<file path="src/design/ast_defines.vh">
// Purpose: constants for the asynchronous serial transmitter
// Assumes: 100 MHz system clock, registers reached over a plain strobe port
// Notes: offsets are word indices on the register port
`ifndef AST_DEFINES_VH
`define AST_DEFINES_VH

// ----------------------------------------------------------------------
// Register offsets
// ----------------------------------------------------------------------
`define AST_ADDR_W 3
`define AST_OFF_STATUS 3'h0
`define AST_OFF_DATA 3'h1
`define AST_OFF_CTRL 3'h2
`define AST_OFF_BAUD 3'h3
`define AST_OFF_ETPR 3'h4

// ----------------------------------------------------------------------
// Control register fields
// ----------------------------------------------------------------------
`define AST_CTRL_TX_ON 0
`define AST_CTRL_RX_ON 1
`define AST_CTRL_WORD9 2
`define AST_CTRL_NINTH 3
`define AST_CTRL_BREAK 4
`define AST_CTRL_TIE 5
`define AST_CTRL_TX_COMPLETE_IRQ_ENABLE 6
`define AST_CTRL_IMASK 7

// ----------------------------------------------------------------------
// Status register fields
// ----------------------------------------------------------------------
`define AST_STAT_TX_BUFFER_EMPTY_FLAG 7
`define AST_STAT_TC 6
`define AST_STAT_BUSY 0

// ----------------------------------------------------------------------
// Baud register fields: prescaler select [5:4], power-of-two [2:0]
// ----------------------------------------------------------------------
`define AST_BAUD_PR_HI 5
`define AST_BAUD_PR_LO 4
`define AST_BAUD_TR_HI 2
`define AST_BAUD_TR_LO 0

// ----------------------------------------------------------------------
// Reset values and timing
// ----------------------------------------------------------------------
`define AST_CTRL_RST 8'h00
`define AST_BAUD_RST 8'h00
`define AST_ETPR_RST 8'h00
`define AST_OVERSAMPLE 16
`define AST_CLK_MHZ 100
`define AST_MAX_BAUD 500000

`endif

</file>
<file path="src/design/ast_baud_gen.v">
// Purpose: transmit bit-rate tick generator
// Assumes: settings held steady while the transmitter runs
// Notes: one-cycle tick per bit period
`timescale 1ns/1ps
`include "ast_defines.vh"

module ast_baud_gen #(
  parameter CNT_W = 12
) (
  input wire sys_clk,
  input wire rstn,
  input wire run,
  input wire [1:0] pr_sel,
  input wire [2:0] tr_sel,
  input wire [7:0] etpr,
  output reg bit_tick
);

  // ----------------------------------------------------------------------
  // Prescaler decode
  // ----------------------------------------------------------------------
  reg [3:0] pr_max;
  always @* begin
    case (pr_sel)
      2'h0: pr_max = 4'h0;
      2'h1: pr_max = 4'h2;
      2'h2: pr_max = 4'h3;
      default: pr_max = 4'hC;
    endcase
  end

  reg [3:0] os_q;
  reg [3:0] pr_q;
  reg [6:0] tr_q;
  reg [7:0] et_q;
  wire os_end = (os_q == 4'hF);
  wire pr_end = os_end && (pr_q == pr_max);
  wire [6:0] tr_max = (7'h01 << tr_sel) - 7'h01;
  wire tr_end = pr_end && (tr_q == tr_max);
  // Zero leaves the extended stage transparent
  wire [7:0] et_max = (etpr == 8'h00) ? 8'h00 : etpr - 8'h01;
  wire et_end = tr_end && (et_q == et_max);

  // Cascade of divide-by-16, PR, TR and extended stage
  always @(posedge sys_clk) begin
    if (!rstn || !run) begin
      os_q <= 4'h1; // Head start pays for the registered tick
      pr_q <= 4'h0;
      tr_q <= 7'h00;
      et_q <= 8'h00;
      bit_tick <= 1'b0;
    end else begin
      os_q <= os_q + 4'h1;
      if (os_end)
        pr_q <= (pr_q == pr_max) ? 4'h0 : pr_q + 4'h1;
      if (pr_end)
        tr_q <= (tr_q == tr_max) ? 7'h00 : tr_q + 7'h01;
      if (tr_end)
        et_q <= (et_q == et_max) ? 8'h00 : et_q + 8'h01;
      bit_tick <= et_end;
    end
  end

endmodule // ast_baud_gen

</file>
<file path="src/design/ast_tx.v">
// Purpose: transmit half of an asynchronous NRZ serial interface
// Assumes: inputs synchronous to sys_clk; interrupt masking is a control bit
// Notes: registers on a plain strobe port, read data one cycle after the strobe
`timescale 1ns/1ps
`include "ast_defines.vh"

module ast_tx #(
  parameter BAUD_CNT_W = 12
) (
  input wire sys_clk,
  input wire rstn,
  input wire [`AST_ADDR_W-1:0] reg_addr,
  input wire [7:0] reg_wdata,
  input wire reg_wr,
  input wire reg_rd,
  output reg [7:0] reg_rdata,
  output wire tx_serial_out,
  output wire tx_serial_oe,
  output wire irq_req
);

  // ----------------------------------------------------------------------
  // Frame sequencer states
  // ----------------------------------------------------------------------
  localparam ST_IDLE = 3'h0;
  localparam ST_START = 3'h1;
  localparam ST_DATA = 3'h2;
  localparam ST_STOP = 3'h3;
  localparam ST_PREAMBLE = 3'h4;
  localparam ST_BRK_END = 3'h5;

  // ----------------------------------------------------------------------
  // Software registers
  // ----------------------------------------------------------------------
  reg [7:0] ctrl_q;
  reg [7:0] baud_q;
  reg [7:0] etpr_q;
  reg [8:0] hold_q;
  reg hold_full_q;
  reg tx_buffer_empty_flag_q;
  reg tc_q;
  reg stat_seen_q;

  wire tx_on = ctrl_q[`AST_CTRL_TX_ON];
  wire rx_on = ctrl_q[`AST_CTRL_RX_ON];
  wire word9 = ctrl_q[`AST_CTRL_WORD9];
  wire ninth = ctrl_q[`AST_CTRL_NINTH];
  wire send_break = ctrl_q[`AST_CTRL_BREAK];
  wire tx_empty_irq_enable = ctrl_q[`AST_CTRL_TIE];
  wire tx_complete_irq_enable = ctrl_q[`AST_CTRL_TX_COMPLETE_IRQ_ENABLE];
  wire imask = ctrl_q[`AST_CTRL_IMASK];

  wire wr_data = reg_wr && (reg_addr == `AST_OFF_DATA);
  wire wr_ctrl = reg_wr && (reg_addr == `AST_OFF_CTRL);
  wire rd_stat = reg_rd && (reg_addr == `AST_OFF_STATUS);
  // Only a data write right after a status read counts as the clear sequence
  wire clr_seq = wr_data && stat_seen_q;

  // ----------------------------------------------------------------------
  // Sequencer registers
  // ----------------------------------------------------------------------
  reg [2:0] state_q;
  reg [8:0] shift_q;
  reg [3:0] bit_cnt_q;
  reg line_q;
  reg is_break_q;
  reg idle_pend_q;
  wire bit_tick;

  // Frame length in bits: start + data + stop
  wire [3:0] data_bits = word9 ? 4'h9 : 4'h8;
  wire [3:0] frame_bits = data_bits + 4'h2;

  // Word with ninth bit merged in as MSB
  wire [8:0] load_word = {word9 ? ninth : 1'b0, reg_wdata};

  // Tx_on rising edge detection for idle insertion
  reg tx_on_prev_q;
  wire tx_on_rise = tx_on && !tx_on_prev_q;

  // ----------------------------------------------------------------------
  // Bit-rate generator
  // ----------------------------------------------------------------------
  // Held in reset while idle, so the first slot of a frame is a whole period;
  // a free-running divider would clip the start bit of a directly written word
  ast_baud_gen #(
    .CNT_W(BAUD_CNT_W)
  ) u_baud (
    .sys_clk(sys_clk),
    .rstn(rstn),
    .run(state_q != ST_IDLE),
    .pr_sel(baud_q[`AST_BAUD_PR_HI:`AST_BAUD_PR_LO]),
    .tr_sel(baud_q[`AST_BAUD_TR_HI:`AST_BAUD_TR_LO]),
    .etpr(etpr_q),
    .bit_tick(bit_tick)
  );

  // ----------------------------------------------------------------------
  // Frame boundary decisions
  // ----------------------------------------------------------------------
  wire frame_end = bit_tick && (state_q == ST_STOP ||
    state_q == ST_PREAMBLE || state_q == ST_BRK_END) &&
    (bit_cnt_q == 4'h0);
  wire is_idle = (state_q == ST_IDLE);
  // Direct load only when nothing in flight; a write in the cycle that
  // enables the line waits behind the idle frame instead of being lost
  wire direct_load = wr_data && is_idle && tx_on && !idle_pend_q &&
    !tx_on_rise && !send_break;
  // Slots where the sequencer may start the held word: a data stop bit,
  // the mark after a break, or the last slot of an idle frame; flags and
  // sequencer share this term so only an enable toggle drops a word unsent
  wire hold_slot = (state_q == ST_STOP && !is_break_q) || state_q == ST_BRK_END ||
    (state_q == ST_PREAMBLE && bit_cnt_q == 4'h0);
  wire take_hold = bit_tick && hold_slot && hold_full_q && tx_on && !send_break &&
    !idle_pend_q;

  // ----------------------------------------------------------------------
  // Control, baud and holding registers; flags
  // ----------------------------------------------------------------------
  always @(posedge sys_clk) begin
    if (!rstn) begin
      ctrl_q <= `AST_CTRL_RST;
      baud_q <= `AST_BAUD_RST;
      etpr_q <= `AST_ETPR_RST;
      hold_q <= 9'h000;
      hold_full_q <= 1'b0;
      tx_buffer_empty_flag_q <= 1'b1;
      tc_q <= 1'b1;
      stat_seen_q <= 1'b0;
      tx_on_prev_q <= 1'b0;
    end else begin
      tx_on_prev_q <= tx_on;
      // Any other access breaks the status-then-data sequence
      if (rd_stat)
        stat_seen_q <= 1'b1;
      else if (reg_rd || reg_wr)
        stat_seen_q <= 1'b0;
      if (wr_ctrl)
        ctrl_q <= reg_wdata;
      // Rates are latched blindly; software keeps them still while enabled
      if (reg_wr && reg_addr == `AST_OFF_BAUD)
        baud_q <= reg_wdata;
      if (reg_wr && reg_addr == `AST_OFF_ETPR)
        etpr_q <= reg_wdata;
      // Holding buffer: written while busy, dropped on enable toggle
      if (wr_data && !direct_load && tx_on) begin
        hold_q <= load_word;
        hold_full_q <= 1'b1;
      end else if (tx_on_rise && !is_idle) begin
        hold_full_q <= 1'b0;
      end else if (take_hold) begin
        hold_full_q <= 1'b0;
      end
      // Buffer-empty sets where the held word starts, not when it is written
      // Set wins over clear: set terms are placed last
      if (clr_seq)
        tx_buffer_empty_flag_q <= 1'b0;
      if (direct_load)
        tx_buffer_empty_flag_q <= 1'b1;
      if (take_hold)
        tx_buffer_empty_flag_q <= 1'b1;
      if (tx_on_rise && !is_idle)
        tx_buffer_empty_flag_q <= 1'b1;
      if (clr_seq)
        tc_q <= 1'b0;
      if (frame_end && state_q == ST_STOP)
        tc_q <= 1'b1;
    end
  end

  // ----------------------------------------------------------------------
  // Frame sequencer
  // ----------------------------------------------------------------------
  always @(posedge sys_clk) begin
    if (!rstn) begin
      state_q <= ST_IDLE;
      shift_q <= 9'h1FF;
      bit_cnt_q <= 4'h0;
      line_q <= 1'b1;
      is_break_q <= 1'b0;
      idle_pend_q <= 1'b0;
    end else begin
      // Every slot ends on a bit tick, so each lasts one whole bit period
      // Enable edge queues a preamble frame
      if (tx_on_rise)
        idle_pend_q <= 1'b1;
      case (state_q)
        ST_IDLE: begin
          line_q <= 1'b1;
          is_break_q <= 1'b0;
          // Idle frame first, then break, then a directly written word
          if (tx_on && (idle_pend_q || tx_on_rise)) begin
            state_q <= ST_PREAMBLE;
            bit_cnt_q <= frame_bits - 4'h1;
            idle_pend_q <= 1'b0;
          end else if (tx_on && send_break) begin
            state_q <= ST_START;
            shift_q <= 9'h000;
            is_break_q <= 1'b1;
            line_q <= 1'b0;
            bit_cnt_q <= 4'h0;
          end else if (direct_load) begin
            state_q <= ST_START;
            shift_q <= load_word;
            line_q <= 1'b0;
            bit_cnt_q <= 4'h0;
          end
        end
        ST_START: begin
          if (bit_tick) begin
            // Start slot over: first data bit goes out
            state_q <= ST_DATA;
            line_q <= shift_q[0];
            shift_q <= {1'b1, shift_q[8:1]};
            bit_cnt_q <= data_bits - 4'h1;
          end
        end
        ST_DATA: begin
          if (bit_tick) begin
            // Zero count: the last data bit has had its full slot
            if (bit_cnt_q == 4'h0) begin
              // Break frames keep the line low through the stop slot
              state_q <= ST_STOP;
              line_q <= is_break_q ? 1'b0 : 1'b1;
              bit_cnt_q <= 4'h0;
            end else begin
              line_q <= shift_q[0];
              shift_q <= {1'b1, shift_q[8:1]};
              bit_cnt_q <= bit_cnt_q - 4'h1;
            end
          end
        end
        ST_PREAMBLE: begin
          line_q <= 1'b1;
          if (bit_tick) begin
            // Last idle slot hands over to a word queued meanwhile
            if (bit_cnt_q != 4'h0)
              bit_cnt_q <= bit_cnt_q - 4'h1;
            else if (take_hold) begin
              state_q <= ST_START;
              shift_q <= hold_q;
              line_q <= 1'b0;
            end else
              state_q <= ST_IDLE;
          end
        end
        ST_BRK_END: begin
          line_q <= 1'b1;
          if (bit_tick) begin
            if (take_hold) begin
              state_q <= ST_START;
              shift_q <= hold_q;
              line_q <= 1'b0;
            end else begin
              state_q <= ST_IDLE;
            end
          end
        end
        ST_STOP: begin
          if (bit_tick) begin
            if (is_break_q && !send_break) begin
              state_q <= ST_BRK_END;
              line_q <= 1'b1;
              is_break_q <= 1'b0;
            end else if (!tx_on || idle_pend_q) begin
              state_q <= ST_IDLE;
              line_q <= 1'b1;
              is_break_q <= 1'b0;
            end else if (send_break) begin
              state_q <= ST_START;
              shift_q <= 9'h000;
              is_break_q <= 1'b1;
              line_q <= 1'b0;
            end else if (hold_full_q) begin
              state_q <= ST_START;
              shift_q <= hold_q;
              line_q <= 1'b0;
            end else begin
              state_q <= ST_IDLE;
              line_q <= 1'b1;
            end
          end
        end
        default: begin
          state_q <= ST_IDLE;
          line_q <= 1'b1;
        end
      endcase
    end
  end

  // ----------------------------------------------------------------------
  // Pin and interrupt outputs
  // ----------------------------------------------------------------------
  // Released to the port logic only when both directions are off
  assign tx_serial_oe = tx_on || rx_on || !is_idle;
  // Line comes from a flop, so decode glitches never reach the pin
  assign tx_serial_out = line_q;
  assign irq_req = !imask && ((tx_empty_irq_enable && tx_buffer_empty_flag_q) || (tx_complete_irq_enable && tc_q));

  // ----------------------------------------------------------------------
  // Register read port
  // ----------------------------------------------------------------------
  // Read data stand one cycle after the strobe and are zero otherwise
  always @(posedge sys_clk) begin
    if (!rstn) begin
      reg_rdata <= 8'h00;
    end else if (reg_rd) begin
      case (reg_addr)
        `AST_OFF_STATUS: reg_rdata <= {tx_buffer_empty_flag_q, tc_q, 5'h00, !is_idle};
        `AST_OFF_CTRL: reg_rdata <= ctrl_q;
        `AST_OFF_BAUD: reg_rdata <= baud_q;
        `AST_OFF_ETPR: reg_rdata <= etpr_q;
        default: reg_rdata <= 8'h00;
      endcase
    end else begin
      reg_rdata <= 8'h00;
    end
  end

endmodule // ast_tx

</file>
<file path="config.mk">
export PLATFORM = sky130hd
export DESIGN_NAME = ast_tx
export DESIGN_NICKNAME = d
export VERILOG_FILES = /design/src/design/ast_baud_gen.v /design/src/design/ast_tx.v
export VERILOG_INCLUDE_DIRS = /design/src /design/src/design
export SDC_FILE = /design/constraint.sdc
export NUM_CORES = 1
export LEC_CHECK = 0
export BUFFER_PORTS_ARGS = -buffer_cell sky130_fd_sc_hd__buf_4
export CELL_PAD_IN_SITES_DETAIL_PLACEMENT = 0
export CELL_PAD_IN_SITES_GLOBAL_PLACEMENT = 1
export CORE_MARGIN = 1
export CORE_UTILIZATION = 49
export CTS_CLUSTER_SIZE = 24
export DETAILED_ROUTE_END_ITERATION = 7
export PLACE_DENSITY_LB_ADDON = 0.08
export SYNTH_ARGS = -nofsm -noshare
export SYNTH_HDL_FRONTEND = slang
export SYNTH_SLANG_ARGS = --single-unit
</file>
<file path="constraint.sdc">
create_clock -name sys_clk -period 3.75 [get_ports sys_clk]
set_input_delay 0.5625 -clock sys_clk [delete_from_list [all_inputs] [get_ports sys_clk]]
set_output_delay 0.5625 -clock sys_clk [all_outputs]
set_load 0.01 [all_outputs]
</file>
**Word-level counts from Yosys, hierarchy flattened**

Index checks and enable logic that the tools add are counted.

- Input bits: 15
- Output and inout bits: 11
- Bits in registers: 89
- Logic and storage cells: 221

- Muxes and demuxes: 81
- Bitwise logic cells: 1
- Equality and inequality tests: 31
- Add/subtract/negate cells: 10
- Reductions and logical operators: 76
- Shift-type cells: 1

Operators with widths:

| operator | count |
|---|---|
| two-way mux 9 bit | 15 |
| case mux 9 bit (6 select lines) | 1 |
| two-way mux 1 bit | 36 |
| two-way mux 4 bit | 9 |
| logical AND 1 bit | 34 |
| two-way mux 3 bit | 11 |
| case mux 8 bit (4 select lines) | 1 |
| case mux 3 bit (6 select lines) | 1 |
| two-way mux 8 bit | 2 |
| case mux 4 bit (4 select lines) | 1 |
| AND reduction 13 bit | 1 |
| equality test 3 x 2 -> 1 bit (second input constant) | 4 |
| inequality test 2 x 1 -> 1 bit (second input constant) | 6 |
| inequality test 2 bit (second input constant) | 6 |
| case mux 4 bit (3 select lines) | 1 |
| subtractor 4 x 1 -> 4 bit (second input constant) | 3 |
| zero test 1 bit | 11 |
| logical OR 1 bit | 11 |
| equality test 3 bit (second input constant) | 3 |
| adder 4 x 1 -> 4 bit (second input constant) | 2 |
| adder 8 x 1 -> 8 bit (second input constant) | 1 |
| equality test 8 bit | 1 |
| zero test 8 bit | 1 |
| AND reduction 8 bit | 1 |
| other kinds (31) | 37 |

**Logic depth before layout (Yosys ltp)**

- Depth in word-level cells: 13
- Gate-level depth with buffers: 10
- Depth with buffers taken out: 9

**Modules after synthesis**

Synthesis repeated with hierarchy kept, for this count alone.

- Cells, all modules: 591
- Area total of the unflattened synthesis: 4894.7 sq um

Modules (own cells, without submodules):

| module | cells an instance | seq. area each (sq um) | area an instance (sq um) | times used |
|---|---|---|---|---|
| ast_tx | 388 | 1301.2 | 3241.9 | 1 |
| ast_baud_gen | 203 | 480.5 | 1652.8 | 1 |

**Worst setup path after synthesis**

No wires, ideal clock.

- Path kind: input to register
- Start point: in reg_addr[1]
- End point: reg shift_q[0]
- Path slack: 1.550 ns
- Data required time: 3.630 ns
- Buffers on the path: 2
- Library setup time: 0.120 ns
- Arrival: 2.080 ns
- Stages: 8
- Cells stage by stage: clkbuf_1 nor3_2 or2_2 a31oi_1 nor4_4 buf_4 nand2_1 o31a_1

- Cells in the longest elaborated chain, start to end: 9

RTL lines:

| element | line | RTL |
|---|---|---|
| from (decl) | ast_tx.v:12 | `` input wire [`AST_ADDR_W-1:0] reg_addr, `` |
| equality test 3 x 1 -> 1 bit (no source line) | n/a |  |
| logical AND 1 bit | ast_tx.v:53 | `` wire wr_data = reg_wr && (reg_addr == `AST_OFF_DATA); `` |
| logical AND 1 bit (4 in series) | ast_tx.v:107 | `wire direct_load = wr_data && is_idle && tx_on && !idle_pend_q &&` |
| logical AND 1 bit | ast_tx.v:108 | `!tx_on_rise && !send_break;` |
| inequality test 3 x 1 -> 1 bit (no source line) | n/a |  |
| AND reduction 13 bit (no source line) | n/a |  |
| to (signal assigned) | ast_tx.v:204 | `shift_q <= load_word;` |
| to (signal assigned) | ast_tx.v:214 | `shift_q <= {1'b1, shift_q[8:1]};` |
| to (signal assigned) | ast_tx.v:228 | `shift_q <= {1'b1, shift_q[8:1]};` |
| to (decl) | ast_tx.v:63 | `reg [8:0] shift_q;` |

No other way between the ends.
A chain may end at the register's enable or synchronous reset.

**Worst setup path after layout**

- Start point: reg bit_cnt_q[0]
- End point: reg shift_q[8]

- Cells in the longest elaborated chain, start to end: 12
- Elaborated cells between the ends (all ways): 17
- Classes of those cells: 2 x eq/ne; 5 x mux; 10 x reduce/logical

RTL lines:

| element | line | RTL |
|---|---|---|
| from (decl) | ast_tx.v:64 | `reg [3:0] bit_cnt_q;` |
| from (signal assigned) | ast_tx.v:194 | `bit_cnt_q <= frame_bits - 4'h1;` |
| from (signal assigned) | ast_tx.v:215 | `bit_cnt_q <= data_bits - 4'h1;` |
| from (signal assigned) | ast_tx.v:229 | `bit_cnt_q <= bit_cnt_q - 4'h1;` |
| zero test 4 bit | ast_tx.v:113, ast_tx.v:221 |  |
| logical AND 1 bit | ast_tx.v:113 | `(state_q == ST_PREAMBLE && bit_cnt_q == 4'h0);` |
| logical OR 1 bit | ast_tx.v:112 | `wire hold_slot = (state_q == ST_STOP && !is_break_q) \|\| state_q == ST_BRK_END \|\|` |
| logical AND 1 bit (5 in series) | ast_tx.v:114 | `wire take_hold = bit_tick && hold_slot && hold_full_q && tx_on && !send_break &&` |
| two-way mux 9 bit (3 in series) | n/a |  |
| case mux 9 bit (6 select lines) | n/a |  |

Parallel ways exist; a longest one is shown, timed or not. The select of a mux whose other input is x is not followed.

==> results_dict.tcl <==
set metrics [dict create \
    fin_setup_tns_ps 0 \
    multiInputGateArea_um2 2800 \
    fillers 925 \
    vias 4242 \
    drt_iter0_drc 172 \
    p_per_area_nw_per_um2 435 \
    finalClockSkew_ps 9.91 \
    ir_worst_vdd_mv 0.244 \
    wl_mm 11.7 \
    top_usage_layer "met2" \
    gr-total-overflow 0 \
    grt_max_degree 51 \
    grt_usage_pct 24.4 \
    p_sw_uw 785 \
    syn-cell-area_um2 4840 \
    drc_errors 0 \
    wl_per_cell_um 15.5 \
    clock-sinks 89 \
    ys_async_sr_fraction_pct 0 \
    status "complete, no violations" \
    register_area_um2 1780 \
    relSlewSlack_pct 41.8 \
    grt_pass1_wl_mm 19.4 \
    period_share_pct 72.2 \
    htree_levels 3 \
    grt.met3_usage_pct 3.04 \
    report.power.total_mw 2.26 \
    pin_count 26 \
    grt_pass1_vias 3822 \
    synth.avg_cell_area_um2 7.79 \
    grt_use_met2_pct 39.3 \
    via_per_inst 5.65 \
    postCtsResizedCells 0 \
    die_x_um 101 \
    cp_max_fo 18 \
    syn_to_final_growth_pct 7.63 \
    gp_congestion 0.863 \
    synth_edf_count 0 \
    max_freq_ghz 0.369 \
    power_frac_seq_pct 47.1 \
    hp-class "register to register" \
    synth_cell_types 64 \
    drt-pass1-iter-count 5 \
    finalSetupViolCount 0 \
    dpl.hpwl_mm 8.17 \
    rsz0062_at_grt "no" \
    required_ps 4000 \
    p_comb_share_pct 25.0 \
    cts_tree "built" \
    syn_nets 645 \
    clockRootBuffer "clkbuf_8" \
    post-cts-setup-buffers 0 \
    die_area_um2 10300 \
    rows 35 \
    antenna_left 0 \
    hold_viol_final 0 \
    numCtsBuffers 9 \
    fin_crit_ps 2710 \
    start_util_pct 51.4 \
    synth_seq_area_share_pct 36.8 \
    clkLatencyLatePin_ps 360 \
    place.port_buffers 25 \
    cts_max_path_buffers 2 \
    ys_ff_latch 89 \
    leakagePower_nw 1.88 \
    path_clk_slew_ps 100 \
    hold_buffers 0 \
    n_antenna_cell 0 \
    synth_ff_type "dfxtp_1" \
    crit_path_start_kind "register" \
    internal-power_mw 1.48 \
    drive_above_1_share_pct 9.97 \
    die_h_um 101 \
    yosysWarnings 0 \
    p_sw_share_pct 34.7 \
    grtUsageMet1_pct 33.7 \
    worst_pin_slew_ps 874 \
    synth_cells 621 \
    cap_viol_max_count 0 \
    core_area_um2 9420 \
    antenna_found_initial 0 \
    clock_power_share_pct 27.9 \
    slew_violations 0 \
    finalNetCount 641 \
    crit_type "register to register" \
    cp.arrival_ps 2960 \
    cp-end-kind "register" \
]
[flip-flops by register name (all words and copies together), names as in the netlist, 3 cells and up]
signal	count
etpr_q	8
u_baud.pr_q	4
u_baud.tr_q	7
state_q	3
reg_rdata	8
bit_cnt_q	4
baud_q	8
u_baud.et_q	8
u_baud.os_q	4
shift_q	9
ctrl_q	8
hold_q	9
[kinds of logic after synthesis]
| kind of cell | after synthesis | share of synthesized area [%] |
|---|---|---|
| multiplexers | 22 | 4.55 |
| flip-flops | 89 | 36.8 |
| adder cells (fa/ha/maj) | 10 | 2.53 |
| XOR/XNOR | 21 | 3.80 |
| AO/OA/AOI/OAI | 148 | 20.2 |
| AND/OR/NAND/NOR | 270 | 26.9 |
| buffers and inverters | 61 | 5.22 |
[final cells by class]
class,instances,area share (%)
multi-input combinational,471,53.8
clock inverter,7,1.13
tap,129,3.10
clock buffer,9,2.38
inverter,18,1.30
timing repair buffer,28,4.04
sequential,89,34.2
[cells in the mapped netlist, types with 3 or more instances]
library cell,instances,share of area (%)
a211oi_1,6,0.93
a21oi_1,53,5.5
a221oi_1,8,1.4
a22oi_1,10,1.6
a31o_2,3,0.54
a31oi_1,9,1.2
and2_1,7,0.91
and3_1,7,0.91
buf_2,9,0.93
clkbuf_1,30,2.3
dfxtp_1,89,37
ha_1,9,2.3
inv_1,17,1.3
mux2i_1,22,4.6
nand2_1,92,7.1
nand2b_1,9,1.2
nand3_1,19,2.0
nand4_1,5,0.65
nor2_1,73,5.7
nor2b_1,12,1.6
nor3_1,12,1.2
nor3b_1,6,0.93
nor4_1,6,0.78
o21a_1,4,0.62
o21ai_0,20,2.1
o21ai_1,4,0.41
o22ai_1,3,0.39
o31a_1,8,1.4
or2_2,5,0.65
or3_1,5,0.65
xnor2_1,13,2.4
xor2_1,8,1.4
[worst max-delay path: stages (launching register included)]
cell	delay, ps
dfxtp_1	340
inv_1	100
ha_1	140
nor3b_2	500
nor2_1	90
o21ai_0	210
o31ai_1	150
nor4_4	730
and3_1	260
o21ai_1	70
[worst paths after layout]
| path | endpoint | start | slack, ps | cells after the start |
|---|---|---|---|---|
| worst max-delay path | shift_q[8] | bit_cnt_q[0] | 1040 | 9 |
| worst min-delay path | u_baud.os_q[0] | u_baud.os_q[0] | 420 | 1 |
| worst max register to register | shift_q[8] | bit_cnt_q[0] | 1040 | 9 |
| worst min register to register | u_baud.os_q[0] | u_baud.os_q[0] | 420 | 1 |
[layer usage]
metal / routed length [um] / vias to the layer above / share of wire [%]
met1: 5830 / 2003 / 50
li1: - / 2164 / -
met2: 5330 / 63 / 46
met4: 203 / 0 / 1.7
met5: 0 / - / 0
met3: 303 / 12 / 2.6
[power by group through the flow]
stage | Sequential, mW | Combinational (mW) | Clock (mW)
final | 1.07 | 0.565 | 0.632
after global placement | 1.08 | 0.558 | 0
after detailed placement | 1.09 | 0.563 | 0
after floorplan | 1.05 | 0.455 | 0
after CTS | 1.06 | 0.568 | 0.651
after global routing | 1.07 | 0.636 | 0.690
[cell usage in the layout, fill, tap and decap left out, types with 2 or more instances in the layout]
| master | synthesis | layout |
|---|---|---|
| buf_4 | 1 | 28 |
| nor2b_1 | 12 | 12 |
| o2111ai_1 | 2 | 2 |
| inv_1 | 17 | 17 |
| a22oi_1 | 10 | 10 |
| and2_1 | 7 | 7 |
| or4_1 | 2 | 2 |
| or3_1 | 5 | 5 |
| o31ai_1 | 2 | 2 |
| o22ai_1 | 3 | 3 |
| a21oi_1 | 53 | 53 |
| o31a_1 | 8 | 8 |
| mux2i_1 | 22 | 22 |
| nand3b_1 | 2 | 2 |
| xor2_1 | 8 | 8 |
| nand2_1 | 92 | 92 |
| o21ai_1 | 4 | 4 |
| nor3b_1 | 6 | 6 |
| clkbuf_8 | 0 | 9 |
| nand4_1 | 5 | 5 |
| o21ai_0 | 20 | 20 |
| nand2b_1 | 9 | 9 |
| inv_6 | 0 | 3 |
| a211oi_1 | 6 | 6 |
| nor3_1 | 12 | 12 |
| nand3_1 | 19 | 19 |
| a221oi_1 | 8 | 8 |
| or2_2 | 5 | 5 |
| a21oi_2 | 2 | 2 |
| and3_1 | 7 | 7 |
| a31o_2 | 3 | 3 |
| a31oi_1 | 9 | 9 |
| ha_1 | 9 | 9 |
| nor4_1 | 6 | 6 |
| nor2_1 | 73 | 73 |
| xnor2_1 | 13 | 13 |
| a21o_1 | 2 | 2 |
| o21a_1 | 4 | 4 |
| dfxtp_1 | 89 | 89 |
[metrics by stage]
| step | setup WS (ps) | instance area [um2] | hold WS, ps | utilization [%] | std cells |
|---|---|---|---|---|---|
| 6_report | 1040 | 5210 | 417 | 55.3 | 751 |
| 5_1_grt | 778 | 5210 | 451 | 55.3 | 751 |
| 4_1_cts | 1070 | 5210 | 425 | 55.3 | 751 |
| 3_5_place_dp | 1090 | 5020 | 403 | 53.4 | 735 |
| 3_3_place_gp | 1140 | 5020 | 388 | 53.4 | 735 |
| 2_1_floorplan | 1550 | 4840 | 376 | - | 621 |
(Power assumes the default switching activity.)
